[config.mk]
export PLATFORM = sky130hd
export DESIGN_NAME = cep_ctrl
export DESIGN_NICKNAME = d
export VERILOG_FILES = /design/src/hdl/cep_pkg.sv /design/src/hdl/cep_nv_mem.sv /design/src/hdl/cep_ctrl.sv
export SDC_FILE = /design/constraint.sdc
export NUM_CORES = 1
export LEC_CHECK = 0
export BUFFER_PORTS_ARGS = -buffer_cell sky130_fd_sc_hd__buf_2
export CAP_MARGIN = 20
export CORE_ASPECT_RATIO = 0.7
export CORE_MARGIN = 10
export CORE_UTILIZATION = 30
export CTS_CLUSTER_SIZE = 40
export DETAILED_ROUTE_END_ITERATION = 8
export MAX_ROUTING_LAYER = met4
export PLACE_DENSITY = 0.45
export SLEW_MARGIN = 10
export SYNTH_ARGS = -nofsm -noshare
export SYNTH_HDL_FRONTEND = slang
export SYNTH_SLANG_ARGS = --single-unit
[constraint.sdc]
create_clock -name clk_i -period 7.6 [get_ports clk_i]
set_input_delay 0.76 -clock clk_i [delete_from_list [all_inputs] [get_ports clk_i]]
set_output_delay 0.76 -clock clk_i [all_outputs]
set_load 0.05 [all_outputs]
[src/hdl/cep_pkg.sv]
// Constants and types shared by the configuration store controller
package cep_pkg;
    // Key values for the programming key register
    localparam logic [7:0] KEY_RESET = 8'h00;
    localparam logic [7:0] KEY_UNLOCK = 8'h41;
    localparam logic [7:0] KEY_PREREAD = 8'h62;
    // Register offsets on the serial port, and the value read from unmapped ones
    localparam logic [7:0] REG_CFG_FIRST = 8'h01;
    localparam logic [7:0] REG_CFG_LAST = 8'h0a;
    localparam logic [7:0] REG_NV_PROGRAM_KEY = 8'h0b;
    localparam logic [7:0] RDATA_UNMAPPED = 8'h00;
    // Store layout: row 0 holds column parity, rows 1 to 10 hold settings
    localparam logic [3:0] ROW_PARITY = 4'h0;
    localparam logic [3:0] ROW_FIRST = 4'h1;
    localparam logic [3:0] ROW_LAST = 4'ha;
    localparam int ROWS = 16;
    // Serial bit counting
    localparam logic [2:0] BIT_FIRST = 3'h0;
    localparam logic [2:0] BIT_LAST = 3'h7;
    // Slave address, arbitrary default
    localparam logic [6:0] DEV_ADDR_DEF = 7'h10;

    typedef enum logic [3:0] {
        SER_IDLE,
        SER_ADDR,
        SER_ADDR_ACK,
        SER_PTR,
        SER_PTR_ACK,
        SER_WDATA,
        SER_WDATA_ACK,
        SER_RDATA,
        SER_RDATA_ACK
    } cep_ser_st_t;

    typedef enum logic [2:0] {
        SEQ_LOAD_REQ,
        SEQ_LOAD_CAP,
        SEQ_IDLE,
        SEQ_WRITE,
        SEQ_PARITY
    } cep_seq_st_t;
endpackage

[src/hdl/cep_nv_mem.sv]
// Nonvolatile row store with registered read and column parity check
`timescale 1ns/1ps
module cep_nv_mem (
    // Clock
    input wire logic clk_i,
    // Write port
    input wire logic wr_en_i,
    input wire logic [3:0] wr_addr_i,
    input wire logic [7:0] wr_data_i,
    // Read port
    input wire logic [3:0] rd_addr_i,
    output logic [7:0] rd_data_o,
    // Column parity mismatch
    output logic par_err_o
);
    // No reset: contents must survive a reset like a real store
    logic [7:0] mem_r [cep_pkg::ROWS];
    logic [7:0] col_nxt;

    always_ff @(posedge clk_i) begin
        if (wr_en_i) begin
            mem_r[wr_addr_i] <= wr_data_i;
        end
    end

    always_ff @(posedge clk_i) begin
        rd_data_o <= mem_r[rd_addr_i];
    end

    // One check bit per column over the parity row and the setting rows
    always_comb begin
        col_nxt = mem_r[cep_pkg::ROW_PARITY];
        for (int i = 1; i <= int'(cep_pkg::ROW_LAST); i++) begin
            col_nxt = col_nxt ^ mem_r[i];
        end
    end

    always_ff @(posedge clk_i) begin
        par_err_o <= |col_nxt;
    end
endmodule

[src/hdl/cep_ctrl.sv]
// Serial register port, key lock, commit sequencer and parity fail-safe
`timescale 1ns/1ps
module cep_ctrl #(
    parameter logic [6:0] DEV_ADDR = cep_pkg::DEV_ADDR_DEF
) (
    // Clock and reset
    input wire logic clk_i,
    input wire logic nrst_i,
    // Serial port
    input wire logic serial_port_select_pin_i,
    input wire logic serial_clock_line_i,
    input wire logic serial_data_line_i,
    output logic serial_data_line_o,
    output logic serial_data_line_oe_o,
    // Commit pin
    input wire logic nv_commit_pin_i,
    // Power path drives
    output logic discharge_fet_drive_o,
    output logic charge_fet_drive_o
);
    logic [7:0] cfg_r [cep_pkg::ROWS];
    logic [7:0] nv_program_key_r;
    cep_pkg::cep_ser_st_t ser_st_r;
    cep_pkg::cep_seq_st_t seq_st_r;
    logic [2:0] bit_cnt_r;
    logic [7:0] shift_r;
    logic [7:0] ptr_r;
    logic [3:0] seq_row_r;
    logic rd_mode_r, scl_q_r, sda_q_r, commit_q_r, idle_q1_r, idle_q2_r;
    logic [7:0] mem_rdata, mem_wdata, rd_src, cfg_par;
    logic [3:0] mem_waddr, mem_raddr;
    logic mem_par_err, mem_we;
    logic scl_rise, scl_fall, bus_start, bus_stop, wr_strobe, commit_go;
    function automatic logic is_cfg(input logic [7:0] a);
        return a >= cep_pkg::REG_CFG_FIRST && a <= cep_pkg::REG_CFG_LAST;
    endfunction

    // Pins are synchronous; the previous sample gives edges
    always_ff @(posedge clk_i) begin
        if (!nrst_i) begin
            scl_q_r <= 1'b1;
            sda_q_r <= 1'b1;
            commit_q_r <= 1'b0;
        end else begin
            scl_q_r <= serial_clock_line_i;
            sda_q_r <= serial_data_line_i;
            commit_q_r <= nv_commit_pin_i;
        end
    end

    assign scl_rise = serial_clock_line_i & ~scl_q_r;
    assign scl_fall = ~serial_clock_line_i & scl_q_r;
    assign bus_start = serial_clock_line_i & scl_q_r &
        sda_q_r & ~serial_data_line_i;
    assign bus_stop = serial_clock_line_i & scl_q_r &
        ~sda_q_r & serial_data_line_i;
    assign wr_strobe = (ser_st_r == cep_pkg::SER_WDATA) && scl_rise &&
        (bit_cnt_r == cep_pkg::BIT_LAST) && serial_port_select_pin_i;

    // Read data: settings, stored copy under pre-read, key, else zero
    always_comb begin
        if (ptr_r == cep_pkg::REG_NV_PROGRAM_KEY) begin
            rd_src = nv_program_key_r;
        end else if (is_cfg(ptr_r)) begin
            if (nv_program_key_r == cep_pkg::KEY_PREREAD) begin
                rd_src = mem_rdata;
            end else begin
                rd_src = cfg_r[ptr_r[3:0]];
            end
        end else begin
            rd_src = cep_pkg::RDATA_UNMAPPED;
        end
    end

    // Serial slave; everything idles while the select pin is low
    always_ff @(posedge clk_i) begin
        if (!nrst_i || !serial_port_select_pin_i) begin
            ser_st_r <= cep_pkg::SER_IDLE;
            bit_cnt_r <= cep_pkg::BIT_FIRST;
            shift_r <= 8'h00;
            rd_mode_r <= 1'b0;
            serial_data_line_oe_o <= 1'b0;
        end else if (bus_start) begin
            ser_st_r <= cep_pkg::SER_ADDR;
            bit_cnt_r <= cep_pkg::BIT_FIRST;
            serial_data_line_oe_o <= 1'b0;
        end else if (bus_stop) begin
            ser_st_r <= cep_pkg::SER_IDLE;
            serial_data_line_oe_o <= 1'b0;
        end else begin
            case (ser_st_r)
                cep_pkg::SER_ADDR, cep_pkg::SER_PTR,
                cep_pkg::SER_WDATA: begin
                    if (scl_rise) begin
                        shift_r <= {shift_r[6:0], serial_data_line_i};
                        bit_cnt_r <= bit_cnt_r + 3'h1;
                    end
                    if (scl_rise && bit_cnt_r == cep_pkg::BIT_LAST) begin
                        if (ser_st_r == cep_pkg::SER_ADDR) begin
                            if (shift_r[6:0] == DEV_ADDR) begin
                                ser_st_r <= cep_pkg::SER_ADDR_ACK;
                                rd_mode_r <= serial_data_line_i;
                            end else begin
                                ser_st_r <= cep_pkg::SER_IDLE;
                            end
                        end else if (ser_st_r == cep_pkg::SER_PTR) begin
                            ser_st_r <= cep_pkg::SER_PTR_ACK;
                        end else begin
                            ser_st_r <= cep_pkg::SER_WDATA_ACK;
                        end
                    end
                end
                cep_pkg::SER_ADDR_ACK, cep_pkg::SER_PTR_ACK,
                cep_pkg::SER_WDATA_ACK: begin
                    if (scl_fall) begin
                        if (!serial_data_line_oe_o) begin
                            serial_data_line_oe_o <= 1'b1;
                        end else if (ser_st_r == cep_pkg::SER_ADDR_ACK &&
                            rd_mode_r) begin
                            ser_st_r <= cep_pkg::SER_RDATA;
                            shift_r <= rd_src;
                            serial_data_line_oe_o <= ~rd_src[7];
                        end else begin
                            serial_data_line_oe_o <= 1'b0;
                            ser_st_r <= (ser_st_r == cep_pkg::SER_ADDR_ACK) ?
                                cep_pkg::SER_PTR : cep_pkg::SER_WDATA;
                        end
                    end
                end
                cep_pkg::SER_RDATA: begin
                    if (scl_fall) begin
                        bit_cnt_r <= bit_cnt_r + 3'h1;
                        if (bit_cnt_r == cep_pkg::BIT_LAST) begin
                            ser_st_r <= cep_pkg::SER_RDATA_ACK;
                            serial_data_line_oe_o <= 1'b0;
                        end else begin
                            shift_r <= {shift_r[6:0], 1'b0};
                            serial_data_line_oe_o <= ~shift_r[6];
                        end
                    end
                end
                cep_pkg::SER_RDATA_ACK: begin
                    if (scl_rise) begin
                        // Host NACK ends the read; ACK asks for the next byte
                        ser_st_r <= serial_data_line_i ?
                            cep_pkg::SER_IDLE : cep_pkg::SER_RDATA_ACK;
                        rd_mode_r <= ~serial_data_line_i;
                    end else if (scl_fall && rd_mode_r) begin
                        ser_st_r <= cep_pkg::SER_RDATA;
                        shift_r <= rd_src;
                        serial_data_line_oe_o <= ~rd_src[7];
                    end
                end
                default: begin
                    ser_st_r <= cep_pkg::SER_IDLE;
                end
            endcase
        end
    end
    // Open drain: only ever pulls low
    always_ff @(posedge clk_i) begin
        serial_data_line_o <= 1'b0;
    end

    // Register pointer, auto-incremented after each data byte
    always_ff @(posedge clk_i) begin
        if (!nrst_i) begin
            ptr_r <= 8'h00;
        end else if (ser_st_r == cep_pkg::SER_PTR && scl_rise &&
            bit_cnt_r == cep_pkg::BIT_LAST && serial_port_select_pin_i) begin
            ptr_r <= {shift_r[6:0], serial_data_line_i};
        end else if (wr_strobe || (ser_st_r == cep_pkg::SER_RDATA_ACK &&
            scl_rise && serial_port_select_pin_i)) begin
            ptr_r <= ptr_r + 8'h01;
        end
    end

    // Key register
    always_ff @(posedge clk_i) begin
        if (!nrst_i) begin
            nv_program_key_r <= cep_pkg::KEY_RESET;
        end else if (wr_strobe && ptr_r == cep_pkg::REG_NV_PROGRAM_KEY) begin
            nv_program_key_r <= {shift_r[6:0], serial_data_line_i};
        end
    end

    // Settings: loaded from the store after reset, then written by host
    always_ff @(posedge clk_i) begin
        if (seq_st_r == cep_pkg::SEQ_LOAD_CAP) begin
            cfg_r[seq_row_r] <= mem_rdata;
        end else if (wr_strobe && is_cfg(ptr_r)) begin
            cfg_r[ptr_r[3:0]] <= {shift_r[6:0], serial_data_line_i};
        end
    end

    // Falling edge of a high-then-low commit pulse, honoured only unlocked
    assign commit_go = commit_q_r && !nv_commit_pin_i &&
        nv_program_key_r == cep_pkg::KEY_UNLOCK &&
        seq_st_r == cep_pkg::SEQ_IDLE;

    // Load and commit sequencer, one row per step
    always_ff @(posedge clk_i) begin
        if (!nrst_i) begin
            seq_st_r <= cep_pkg::SEQ_LOAD_REQ;
            seq_row_r <= cep_pkg::ROW_FIRST;
        end else begin
            case (seq_st_r)
                cep_pkg::SEQ_LOAD_REQ: begin
                    seq_st_r <= cep_pkg::SEQ_LOAD_CAP;
                end
                cep_pkg::SEQ_LOAD_CAP: begin
                    if (seq_row_r == cep_pkg::ROW_LAST) begin
                        seq_st_r <= cep_pkg::SEQ_IDLE;
                    end else begin
                        seq_st_r <= cep_pkg::SEQ_LOAD_REQ;
                        seq_row_r <= seq_row_r + 4'h1;
                    end
                end
                cep_pkg::SEQ_IDLE: begin
                    if (commit_go) begin
                        seq_st_r <= cep_pkg::SEQ_WRITE;
                        seq_row_r <= cep_pkg::ROW_FIRST;
                    end
                end
                cep_pkg::SEQ_WRITE: begin
                    if (seq_row_r == cep_pkg::ROW_LAST) begin
                        seq_st_r <= cep_pkg::SEQ_PARITY;
                    end else begin
                        seq_row_r <= seq_row_r + 4'h1;
                    end
                end
                cep_pkg::SEQ_PARITY: begin
                    seq_st_r <= cep_pkg::SEQ_IDLE;
                end
                default: begin
                    seq_st_r <= cep_pkg::SEQ_IDLE;
                end
            endcase
        end
    end

    always_comb begin
        cfg_par = 8'h00;
        for (int i = 1; i <= int'(cep_pkg::ROW_LAST); i++) begin
            cfg_par = cfg_par ^ cfg_r[i];
        end
    end

    assign mem_we = seq_st_r == cep_pkg::SEQ_WRITE ||
        seq_st_r == cep_pkg::SEQ_PARITY;
    assign mem_waddr = (seq_st_r == cep_pkg::SEQ_PARITY) ?
        cep_pkg::ROW_PARITY : seq_row_r;
    assign mem_wdata = (seq_st_r == cep_pkg::SEQ_PARITY) ?
        cfg_par : cfg_r[seq_row_r];
    assign mem_raddr = (seq_st_r == cep_pkg::SEQ_IDLE) ?
        ptr_r[3:0] : seq_row_r;

    cep_nv_mem u_mem (
        .clk_i(clk_i),
        .wr_en_i(mem_we),
        .wr_addr_i(mem_waddr),
        .wr_data_i(mem_wdata),
        .rd_addr_i(mem_raddr),
        .rd_data_o(mem_rdata),
        .par_err_o(mem_par_err)
    );

    // Parity result lags the store by a cycle, so wait two idle cycles
    always_ff @(posedge clk_i) begin
        if (!nrst_i) begin
            idle_q1_r <= 1'b0;
            idle_q2_r <= 1'b0;
        end else begin
            idle_q1_r <= seq_st_r == cep_pkg::SEQ_IDLE;
            idle_q2_r <= idle_q1_r && seq_st_r == cep_pkg::SEQ_IDLE;
        end
    end

    // Drives stay off until a clean check; held during a commit
    always_ff @(posedge clk_i) begin
        if (!nrst_i) begin
            discharge_fet_drive_o <= 1'b0;
            charge_fet_drive_o <= 1'b0;
        end else if (idle_q2_r && seq_st_r == cep_pkg::SEQ_IDLE) begin
            discharge_fet_drive_o <= ~mem_par_err;
            charge_fet_drive_o <= ~mem_par_err;
        end
    end
endmodule

After elaboration in Yosys (flattened, before gate mapping)
Memory sizes are Yosys's and may differ from the RTL's. A register that Yosys moved wholly into a read port is not among the register bits.
Index checks and enable logic that the tools add are counted.

cells by class
  add/sub/neg operators = 3
  magnitude comparators = 2
  equality and inequality tests = 41
  muxes and demuxes = 70
  bitwise logic cells = 35
  reductions and logical operators = 47

operators by type and width
  kind                 number
  $xor 8x8->8          19
  $mux 4               18
  $mux 7               8
  $mux 8               7
  $ne 2x2->1 const B   16
  $pmux 7 s4           1
  $mux 1               21
  $ne 4x4->1 const B   5
  $logic_and 1x1->1    19
  $mux 3               6
  $eq 4x3->1 const B   4
  $eq 8x7->1 const B   2
  $pmux 4 s4           1
  $reduce_or 8->1      2
  $pmux 3 s4           1
  $reduce_and 6->1     2
  $reduce_and 11->1    1
  $not 1->1            9
  $reduce_or 3->1      3
  $add 8x1->8 const B  1
  $eq 4x2->1 const B   2
  $eq 4x4->1 const B   2
  $eq 8x4->1 const B   1
  $ge 8x1->1 const B   1
  other kinds (28)     46

word-level totals
  bits in registers = 46
  bits in writable memories = 256
  input port bits = 6
  output and inout port bits = 4
  logic and storage cells = 217
  memories = 2

memory list
  name         words  bits a word  rd ports  clocked after memory_dff  wr ports  line              text
  cfg_r        16     8            12        2                         1         cep_ctrl.sv:21    logic [7:0] cfg_r [cep_pkg::ROWS];
  u_mem.mem_r  16     8            12        1                         1         cep_nv_mem.sv:17  logic [7:0] mem_r [cep_pkg::ROWS];

Depth between registers and ports, before layout
Gate-level depths: netlist (run 1).
An unclocked memory read counts as a cell.

  depth after elaboration = 12
  mapped depth = 10
  depth with buffers taken out = 8

Modules after synthesis
A second synthesis (run 1) with hierarchy kept.

second synthesis, totals
  cell total of the unflattened synthesis = 1092
  area total of the unflattened synthesis = 15802.7 µm²

modules (own cells, without submodules)
  module      instances  cells each  area each (µm²)  seq. area each (µm²)
  cep_ctrl    1          784         9948.3           4904.7
  cep_nv_mem  1          308         5854.4           4023.9

Least setup slack after synthesis (run 1)
Ideal clock, no wire load.

  path kind = input port to flip-flop
  from = input serial_clock_line_i
  to = memory cfg_r[0][0] (enable)
  library setup time = 370 ps
  arrival time = 2405 ps
  required time = 7230 ps
  slack = 4825 ps
  cell stages on the path = 7
  path buffers = 2
  cells stage by stage = clkbuf_1 > nand4b_1 > nor3_1 > clkbuf_1 > a31o_2 > o21ai_0 > nor2_1

between the ends
  cells in the longest elaborated chain, start to end = 10
  elaborated cells on any way between the ends = 11
  those cells by class = mux: 5; bitwise: 1; reduce/logical: 5

RTL lines
  element                                            line             text
  from (decl)                                        cep_ctrl.sv:11   input wire logic serial_clock_line_i,
  $and 1x1->1 *                                      cep_ctrl.sv:51   assign scl_rise = serial_clock_line_i & ~scl_q_r;
  $logic_and 1x1->1 * (2 in a row)                   cep_ctrl.sv:57   assign wr_strobe = (ser_st_r == cep_pkg::SER_WDATA) && scl_rise &&
  $logic_and 1x1->1 *                                cep_ctrl.sv:58   (bit_cnt_r == cep_pkg::BIT_LAST) && serial_port_select_pin_i;
  $logic_and 1x1->1 *                                cep_ctrl.sv:191  end else if (wr_strobe && is_cfg(ptr_r)) begin
  $mux 1 *                                           cep_ctrl.sv:191
  $mux 1 *                                           cep_ctrl.sv:189  if (seq_st_r == cep_pkg::SEQ_LOAD_CAP) begin
  $mux 1 (implied by the code) *                     cep_ctrl.sv:192  cfg_r[ptr_r[3:0]] <= {shift_r[6:0], serial_data_line_i};
  $reduce_or 8->1 (no line)                          -
  $mux 4 (no line) / $mux 1 (equally long branches)  -
  to (decl)                                          cep_ctrl.sv:21

Mark *: on every way between the ends. The rest lies on a longest branch, timed or not.

Worst setup path in the final report (run 1)
  from = register bit_cnt_r[0]
  to = memory cfg_r[3][7] (enable)

between the ends
  cells in the longest elaborated chain, start to end = 9
  elaborated cells on any way between the ends = 10
  those cells by class = eq/ne: 1; mux: 5; reduce/logical: 4

RTL lines
  element                                            line             text
  from (decl)                                        cep_ctrl.sv:25   logic [2:0] bit_cnt_r;
  from (signal assigned)                             cep_ctrl.sv:79   bit_cnt_r <= cep_pkg::BIT_FIRST;
  from (signal assigned)                             cep_ctrl.sv:85   bit_cnt_r <= cep_pkg::BIT_FIRST;
  from (signal assigned)                             cep_ctrl.sv:96   bit_cnt_r <= bit_cnt_r + 3'h1;
  $eq 3x3->1 *                                       cep_ctrl.sv:58
  $logic_and 1x1->1 *                                cep_ctrl.sv:57
  $logic_and 1x1->1 *                                cep_ctrl.sv:58
  $logic_and 1x1->1 *                                cep_ctrl.sv:191
  $mux 1 *                                           cep_ctrl.sv:191
  $mux 1 *                                           cep_ctrl.sv:189
  $mux 1 (implied by the code) *                     cep_ctrl.sv:192
  $reduce_or 8->1 (no line)                          -
  $mux 4 (no line) / $mux 1 (equally long branches)  -

Marks and branches as above.

==> qor.txt, run 1 <==
Outcome - finished clean
Longest Clk Path Bufs - 3
Worst-path maximum fanout - 20
Yosys reg bits - 318
# rows - 70
Worst Tran Pin Value - 1.13 ns
Cts hold-fix bufs - 0
Iteration-0 DRC Markers - 942
Wire length per cell - 23.7 um
Synth Instances - 1,187
Design Power - 3.91 mW
Delay-heaviest family, CP - simple AND/OR/NAND/NOR gates
Layout Nets - 1,209
Adder-Cell Fraction of Synth Area - 0.631%
Die Y - 212 um
Final Wtd Congestion - 0.829
Post-Route Setup TNS - 0 ns
Max cap viols - 0
Via count - 10,200
Placed cell count - 1,835
Post-synth EDFFs - 256
Synth area leaders - edfxtp_1 48%, mux4_2 10%, dfxtp_1 7.8%
Synth cell types - 75
Post-cts sizing count - 0
Leakage power - 5.55 nW
DP Wirelength - 30,000 um
# DRC - 0
Avg Inst Size Synth - 13.4 sq um
Horiz. Die Dim - 295 um
Vias/cell - 5.33
Initial Util - 30.3%
Hold_ws - 0.424 ns
Root Driver - clkbuf_16
Post-Syn Area - 15,900 sq um
H-Tree Depth - 2
Clock sink count - 318
Post-Route WL - 45,200 um
Largest net degree at the start of global routing - 65
Number of diodes - 0
Crit path largest cell delay - 0.92 ns
Slowest-stage cell, CP - nor2_1
Ys async rst share - 0%
IO Port Bufs - 8
Total grt overflow - 0
Top cell type's share of synthesized area - 48.5%
Final non-filler cell total - 1,907
Final Cycle Share - 52.9%
Mux cell area share after synthesis - 14.5%
Mapped Nets - 1,201
Ys Warns - 0
Number of global-route vias before repair - 9,513
HP Class - reg -> reg
Postcts setup bufs - 0
Top post-synthesis cells by count - 256 x edfxtp_1, 140 x xnor2_1, 102 x nand2_1
Fin crit period - 4.02 ns
Count leader, synth - edfxtp_1
CP Depth - 9
I/O Pins - 10
Final setup viols - 0
Final ANT Viol Nets - 0
Synth Area in XOR/XNOR - 8.67%
R2R Setup Slk - 3.58 ns
Placed cell areas - 16,700 sq um
Gr usage total - 14.7%
Global-route wire length before repair - 66,100 um
Num CTS Buffers - 36
WP buf/inv - 1
Layout cells sized above 1 - 17.7%
Slew HR - 24.4%
Simple-gate portion of the synthesized area - 9.44%
Sequential share of the synthesized area - 56.3%
Fin util - 34.3%
Type of element launching the critical path - flip-flop
Initial DRT Pass Iterations - 5
WS Path Type - reg -> reg
WHS Path Cells - 1
RSZ-0062 raised after global routing - no
Final Hold Fails - 0
Crit end category - flip-flop
Path depth of the worst reg2reg path - 9
Primary FF master, synth - edfxtp_1
CP required - 7.76 ns
Yosys top cell by area - edfxtp_1
Clock skew - 0.0248 ns
Antenna violations before repair - 1
Max Clock Freq - 0.248 GHz
Area Growth Syn to Fin - 13.0%
Clk_lat worst skew - 0.54 ns
Peak supply drop - 0.000136 V
Core ar. - 52,300 sq um
Reg clk slew, reported paths - 0.06 ns
Final Cell Area - 17,900 sq um
Pwr dens - 218 nW/um^2
Worst EP arrival - 4.18 ns
Largest family of logic cells by synthesized area - multiplexers
Fill cell count - 5,029
Final WS setup - 3.58 ns
CTS tree - built
Critical-path cell list - ha_1, ha_1, nand4b_1, nor3_1, buf_4, nand4b_1, nor3_1, a21oi_1, nor2_1
Placement Setup Slack - 3.51 ns
Die Footprint - 62,600 sq um
Max-slew violations - 0
Complex-gate fraction of the synthesized area - 8.08%
logic make-up (layout without fill, tap and decap cells):
logic type,count (synthesis),after routing
flops,318,318
fa+ha+maj,8,8
buf+inv,79,115
compound gates,185,185
simple gates,303,303
xor+xnor,157,157
other cells,1,1
mux,136,136
area by class of cell:
type	instances	area (sq um)	share of cell area (%)
inverter	12	45.0	0.251
clock inverter	14	153	0.851
timing repair buffer	37	278	1.55
tap	684	856	4.77
clock buffer	52	1020	5.69
sequential	318	8930	49.8
multi-input combinational	790	6650	37.1
per-layer routing:
layer | up-vias | track usage, % | share of wire, % | routed length, um
met2 | 387 | 18.9 | 40 | 17900
li1 | 4524 | - | - | -
met1 | 5207 | 22.0 | 51 | 22800
met4 | 0 | 2.83 | 1.3 | 593
met5 | - | - | 0 | 0
met3 | 49 | 4.42 | 8.6 | 3860
worst paths after layout:
check,from,end
max,bit_cnt_r[0],cfg_r[3][7]
min,u_mem.par_err_o,charge_fet_drive_o
max reg2reg,bit_cnt_r[0],cfg_r[3][7]
min reg2reg,u_mem.par_err_o,charge_fet_drive_o
cell usage in the layout, fill, tap and decap left out, types with 5 or more instances in the layout:
cell,count
edfxtp_1,256
buf_2,8
nor2_1,76
buf_4,23
dfxtp_1,59
a22o_1,6
o2bb2ai_1,7
o32ai_1,9
clkinv_2,6
nor4_1,5
and3_1,17
nor3_1,10
mux2_2,25
nand2_1,102
and2_0,15
inv_1,10
mux4_2,73
clkbuf_8,6
a21oi_1,32
ha_1,8
clkbuf_1,10
nand3_1,18
o21ai_1,5
clkbuf_16,36
mux2i_1,37
o21ai_0,24
a221o_1,8
nor2b_1,9
a31oi_1,23
nand2b_1,8
and2_1,14
a211oi_1,29
xnor2_1,140
xor2_1,17
power breakdown:
group          leakage (nW)  total, mW  switching, mW  internal (mW)
Clock                 0.574       1.74          0.729           1.01
Sequential             2.81       1.94         0.0271           1.91
Combinational          2.17      0.233          0.145         0.0887
Total                  5.55       3.91          0.901           3.01
flip-flops by register name, indices dropped and copies added (netlist names), named ones only:
| name | count |
|---|---|
| u_mem.par_err_o | 1 |
| shift_r | 7 |
| u_mem.mem_r | 128 |
| serial_data_line_oe_o | 1 |
| ser_st_r | 4 |
| idle_q1_r | 1 |
| nv_program_key_r | 8 |
| scl_q_r | 1 |
| rd_mode_r | 1 |
| bit_cnt_r | 3 |
| sda_q_r | 1 |
| commit_q_r | 1 |
| cfg_r | 128 |
| u_mem.rd_data_o | 8 |
| charge_fet_drive_o | 1 |
| ptr_r | 8 |
| seq_row_r | 4 |
| idle_q2_r | 1 |
| seq_st_r | 3 |
Note: power is estimated with default switching activity, not from simulation.
==> run 2: changes to the inputs <==
ABC_AREA = 1   (was not set)
PLACE_DENSITY = 0.46   (was 0.45)
clock period = 3.45 ns   (was 7.6 ns; I/O delays follow)
==> qor.txt, run 2 <==
Outcome - finished clean
Gr usage total - 15.8%
Avg Inst Size Synth - 9.41 sq um
Count leader, synth - edfxtp_1
Root Driver - clkbuf_16
Placed cell areas - 17,300 sq um
Top post-synthesis cells by count - 256 x edfxtp_1, 244 x nand2_1, 192 x o21ai_0
Iteration-0 DRC Markers - 1,421
Yosys reg bits - 318
Horiz. Die Dim - 298 um
Post-Syn Area - 16,300 sq um
Max Clock Freq - 0.357 GHz
Layout Nets - 1,763
Synth cell types - 46
# rows - 71
Worst-path maximum fanout - 25
Postcts setup bufs - 0
HP Class - in -> reg
Max Used Layer - met4
Clock skew - 0.0175 ns
Leakage power - 6.75 nW
Vias/cell - 4.99
Clk_lat worst skew - 0.53 ns
Die Footprint - 64,100 sq um
Final Hold Fails - 0
Initial DRT Pass Iterations - 5
Max-slew violations - 0
Core ar. - 53,700 sq um
Global-route wire length before repair - 76,100 um
Final Cell Area - 18,400 sq um
Clock sink count - 318
Fin crit period - 2.80 ns
Post-cts sizing count - 0
Yosys top cell by area - edfxtp_1
Largest net degree at the start of global routing - 85
Final setup viols - 0
Final Cycle Share - 81.3%
H-Tree Depth - 2
# DRC - 0
Area Growth Syn to Fin - 12.9%
Layout cells sized above 1 - 9.31%
I/O Pins - 10
Slew HR - 28.3%
Fin util - 34.3%
Type of element launching the critical path - flip-flop
Total grt overflow - 0
Most common cell after layout, fill and taps aside - edfxtp_1
Ys async rst share - 0%
Routed met1 length - 26,700 um
Pwr dens - 552 nW/um^2
Post-Route WL - 50,700 um
Met3 routed wirelength - 4250 um
Sequential share of the synthesized area - 54.9%
Final ANT Viol Nets - 0
Initial Util - 30.3%
Cts hold-fix bufs - 0
Longest Clk Path Bufs - 3
Num CTS Buffers - 34
Antenna violations before repair - 1
CTS tree - built
DP Wirelength - 35,400 um
Wire length per cell - 20.3 um
Reg clk slew, reported paths - 0.07 ns
Synth area leaders - edfxtp_1 47%, dfxtp_1 7.6%, o21ai_0 5.9%
Via count - 12,500
RSZ-0062 raised after global routing - no
Primary FF master, synth - edfxtp_1
Ys Warns - 0
Commonest non-fill, non-tap cells in the layout - 256 x edfxtp_1, 244 x nand2_1, 187 x o21ai_0, 158 x nor2_1, 148 x inv_1
Post-synth EDFFs - 256
Post-Route Setup TNS - 0 ns
WS Path Type - reg -> reg
Number of global-route vias before repair - 11,700
Worst Tran Pin Value - 1.07 ns
Crit end category - flip-flop
Mapped Nets - 1,744
Peak supply drop - 0.000406 V
Worst EP arrival - 3.03 ns
Top cell type's share of synthesized area - 47.2%
Die Y - 215 um
Largest registers - cfg_r x128, u_mem.mem_r x128
Final Wtd Congestion - 0.883
Synth Instances - 1,730
Max cap viols - 0
Met2 WL - 19,100 um
IO Port Bufs - 8
CP required - 3.67 ns
## run 2: cell count changes in the layout (fill, tap and decap cells not counted), moves of 82 or more
cell / before / now
a21oi_1: 32 / 130
inv_1: 10 / 148
nand2_1: 102 / 244
nand3_1: 18 / 139
nor2_1: 76 / 158
o21ai_0: 24 / 187
## run 2: worst paths after layout
kind,from,to,slack (ns),cells past startpoint
worst max register to register,flip-flop,u_mem.mem_r[12][4],0.65,7
worst min register to register,idle_q1_r,idle_q2_r,0.43,2
worst min-delay path,nv_commit_pin_i,commit_q_r,0.01,3
worst max-delay path,flip-flop,u_mem.mem_r[12][4],0.65,7
## run 2: cells by family (layout without fill, tap and decap cells)
kind of cell	count (synthesis)	after routing	share of synthesized area [%]
and+or+nand+nor	581	581	15.4
AOI/OAI and AO/OA	416	416	14.3
DFF	318	318	54.9
buffers and inverters	249	291	6.38
xor gates and xnor gates	157	157	8.45
adders and majority gates	8	8	0.615
other	1	2	0.0230
## run 2: worst max-delay path, stage by stage (launching register included)
cell and delay, ns:
dfxtp_2 0.33, clkinv_1 0.61, a21oi_1 0.33, o21ai_0 0.13, nand3_1 0.11, nand3_1 0.16
a21oi_1 0.23, a21o_1 0.56
## run 2: layout make-up
cell class | count | area (sq um)
fillers | 5469 | 35300
flip-flops and latches | 318 | 8930
multi-input cells | 1163 | 6310
clock buffers | 43 | 926
well taps | 730 | 913
inverters | 165 | 619
repair buffers | 67 | 483
clock inverters | 16 | 190
diodes | 1 | 2.50
## run 2: layer usage
metal / track usage [%] / up-vias
met4: 2.78 / 0
met2: 19.8 / 469
met1: 25.2 / 5996
met5: - / -
met3: 3.19 / 58
li1: - / 5972
## run 2: through the flow
stage                     total power [mW]  hold slack (ns)  setup WS [ns]  instances
after global routing                  10.6           0.0255          0.399       2502
after CTS                             10.2         0.000928          0.674       2502
after global placement                6.43            0.410          0.729       2443
after floorplan                       5.74            0.402          0.970       1730
final                                 10.1           0.0141          0.647       2503
after detailed placement              6.43            0.419          0.692       2443
## run 2: report_power, final
part	leakage, nW	internal (mW)	total [mW]	switching (mW)
logic	3.40	0.445	1.68	1.24
registers	2.81	4.57	4.68	0.110
clock network	0.545	2.21	3.78	1.57
==> run 3: changes to the inputs <==
ABC_AREA = 0   (was 1)
clock period = 2.3 ns   (was 3.45 ns; I/O delays follow)
==> qor.txt, run 3 (same netlist as run 1, synthesis figures left out) <==
Layout Nets - 1,350
Horiz. Die Dim - 295 um
Slowest-stage cell, CP - dfxtp_2
Vias/cell - 5.15
CTS tree - built
Final ANT Viol Nets - 0
Total grt overflow - 0
Die Footprint - 62,600 sq um
Sw power - 2.93 mW
Max Clock Freq - 0.412 GHz
Sequential cell fraction of total power - 48.9%
HP Class - in -> reg
Hold_ws - 0.0933 ns
Largest registers - cfg_r x128, u_mem.mem_r x128
Clock Power Share - 42.4%
Num CTS Buffers - 34
Clk_lat worst skew - 0.53 ns
Final WS setup - -0.130 ns
Crit path largest cell delay - 0.35 ns
H-Tree Depth - 2
Reg clk slew, reported paths - 0.06 ns
Launch point of the critical path - bit_cnt_r[0]
Type of element launching the critical path - flip-flop
Core ar. - 52,300 sq um
Largest net degree at the start of global routing - 22
Pwr dens - 659 nW/um^2
# rows - 70
Number of diodes - 0
Max-slew violations - 0
Outcome - finished with violations
Worst Tran Pin Value - 0.759 ns
CP required - 2.55 ns
Commonest non-fill, non-tap cells in the layout - 256 x edfxtp_1, 140 x xnor2_1, 125 x buf_4, 98 x nand2_1, 73 x mux4_2
CP Depth - 11
Initial DRT Pass Iterations - 5
Global-route wire length before repair - 69,200 um
Antenna violations before repair - 2
R2R Setup Slk - -0.13 ns
CP endpoint - cfg_r[6][0]
Reg-to-Reg End - cfg_r[6][0]
Reg-to-reg startpoint - bit_cnt_r[0]
Final Hold Fails - 0
Max cap viols - 0
Post-Route WL - 46,300 um
Peak supply drop - 0.000407 V
Worst-path maximum fanout - 8
Gr usage total - 15.2%
Final setup viols - 204
Longest Clk Path Bufs - 3
WP buf/inv - 3
Critical-path cell list - ha_4, ha_4, nand4b_1, nor3_2, buf_4, nand4b_1, buf_4, and3_1, o21ai_4, nor2_4, buf_12
RSZ-0062 raised after global routing - yes
Die Y - 212 um
Fin crit period - 2.43 ns
IO Port Bufs - 8
Comb pwr share - 8.6%
Wire length per cell - 22.7 um
Fin util - 37.7%
Path depth of the worst reg2reg path - 11
Slew HR - 49.2%
WS Path Type - reg -> reg
Clock sink count - 318
DP Wirelength - 32,400 um
Clock skew - 0.0390 ns
Via count - 10,500
Initial Util - 30.3%
Iteration-0 DRC Markers - 855
# DRC - 0
Failing checks - negative setup slack
Layout cells sized above 1 - 28.9%
Delay-heaviest family, CP - simple AND/OR/NAND/NOR gates
Leakage power - 6.46 nW
Sw Share - 22.5%
Worst EP arrival - 2.68 ns
Pint - 10.1 mW
Crit end category - flip-flop
Final Wtd Congestion - 0.854
Root Driver - clkbuf_16
Area Growth Syn to Fin - 24.4%
Most common cell after layout, fill and taps aside - edfxtp_1
Final Cycle Share - 106%
I/O Pins - 10
Number of global-route vias before repair - 10,400
[run 3: cell types whose count changed in the layout (fill, tap and decap cells not counted), moves of 73 or more]
| cell | previous run | this run |
|---|---|---|
| a21oi_1 | 130 | 30 |
| inv_1 | 148 | 10 |
| mux4_2 | 0 | 73 |
| nand2_1 | 244 | 98 |
| nand3_1 | 139 | 18 |
| nor2_1 | 158 | 65 |
| o21ai_0 | 187 | 19 |
[run 3: worst min path at each step]
stage,start,endpoint,slack [ns],depth (start not counted)
after floorplan,nrst_i,scl_q_r,0.30,1
after global placement,u_mem.par_err_o,charge_fet_drive_o,0.42,1
after detailed placement,u_mem.par_err_o,charge_fet_drive_o,0.43,1
after CTS,serial_clock_line_i,scl_q_r,0.07,3
after global routing,serial_clock_line_i,scl_q_r,0.1,3
final,serial_clock_line_i,scl_q_r,0.09,3
[run 3: power by group through the flow]
stage / Combinational [mW] / Clock [mW] / Sequential (mW)
6_report: 1.12 / 5.52 / 6.36
5_1_grt: 1.21 / 5.92 / 6.36
4_1_cts: 1.13 / 5.68 / 6.36
3_5_place_dp: 1.02 / 0 / 6.48
3_3_place_gp: 1.02 / 0 / 6.49
2_1_floorplan: 0.562 / 0 / 6.47
[run 3: repair_timing]
item / in CTS / in global routing
hold buffers: 1 / 0
setup endpoints to repair: 271 / 343
gates resized for setup: 35 / 16
gates cloned: 5 / 0
pin swaps: 7 / 7
buffers inserted: 18 / 1
endpoints found under the hold margin: 1 / 0
[run 3: area by class of cell]
class | instances | area [sq um]
Fill cell | 4935 | 32600
Tap cell | 684 | 856
Timing Repair Buffer | 179 | 1870
Clock buffer | 45 | 943
Multi-Input combinational cell | 791 | 6920
Inverter | 12 | 45.0
Sequential cell | 318 | 8940
Clock inverter | 15 | 161
[run 3: worst register-to-register path, delay by kind of cell, from the launching register on]
kind                       cells  cell delay [ns]
DFF                            1             0.35
and+or+nand+nor                5             0.75
buffers and inverters          3             0.55
adders and majority gates      2             0.26
AOI/OAI and AO/OA              1             0.24
[run 3: metal layers]
| layer | up-vias | routed length, um | GRT usage (%) |
|---|---|---|---|
| li1 | 4816 | - | - |
| met1 | 5366 | 23800 | 23.0 |
| met2 | 286 | 18700 | 20.4 |
| met3 | 52 | 3040 | 3.24 |
| met4 | 0 | 772 | 3.18 |
| met5 | - | 0 | - |
[run 3: through the flow]
stage | setup WS (ns) | instance area (sq um) | TNS, ns | std cells | power, mW
floorplan | 0.00241 | 16000 | 0 | 1187 | 7.03
global placement | -0.197 | 18200 | -21.88 | 1964 | 7.50
detailed placement | -0.271 | 18200 | -19.23 | 1964 | 7.50
CTS | -0.129 | 19700 | -12.01 | 2045 | 13.2
global route | -0.225 | 19700 | -34.49 | 2044 | 13.5
finish | -0.130 | 19700 | -11.98 | 2044 | 13.0
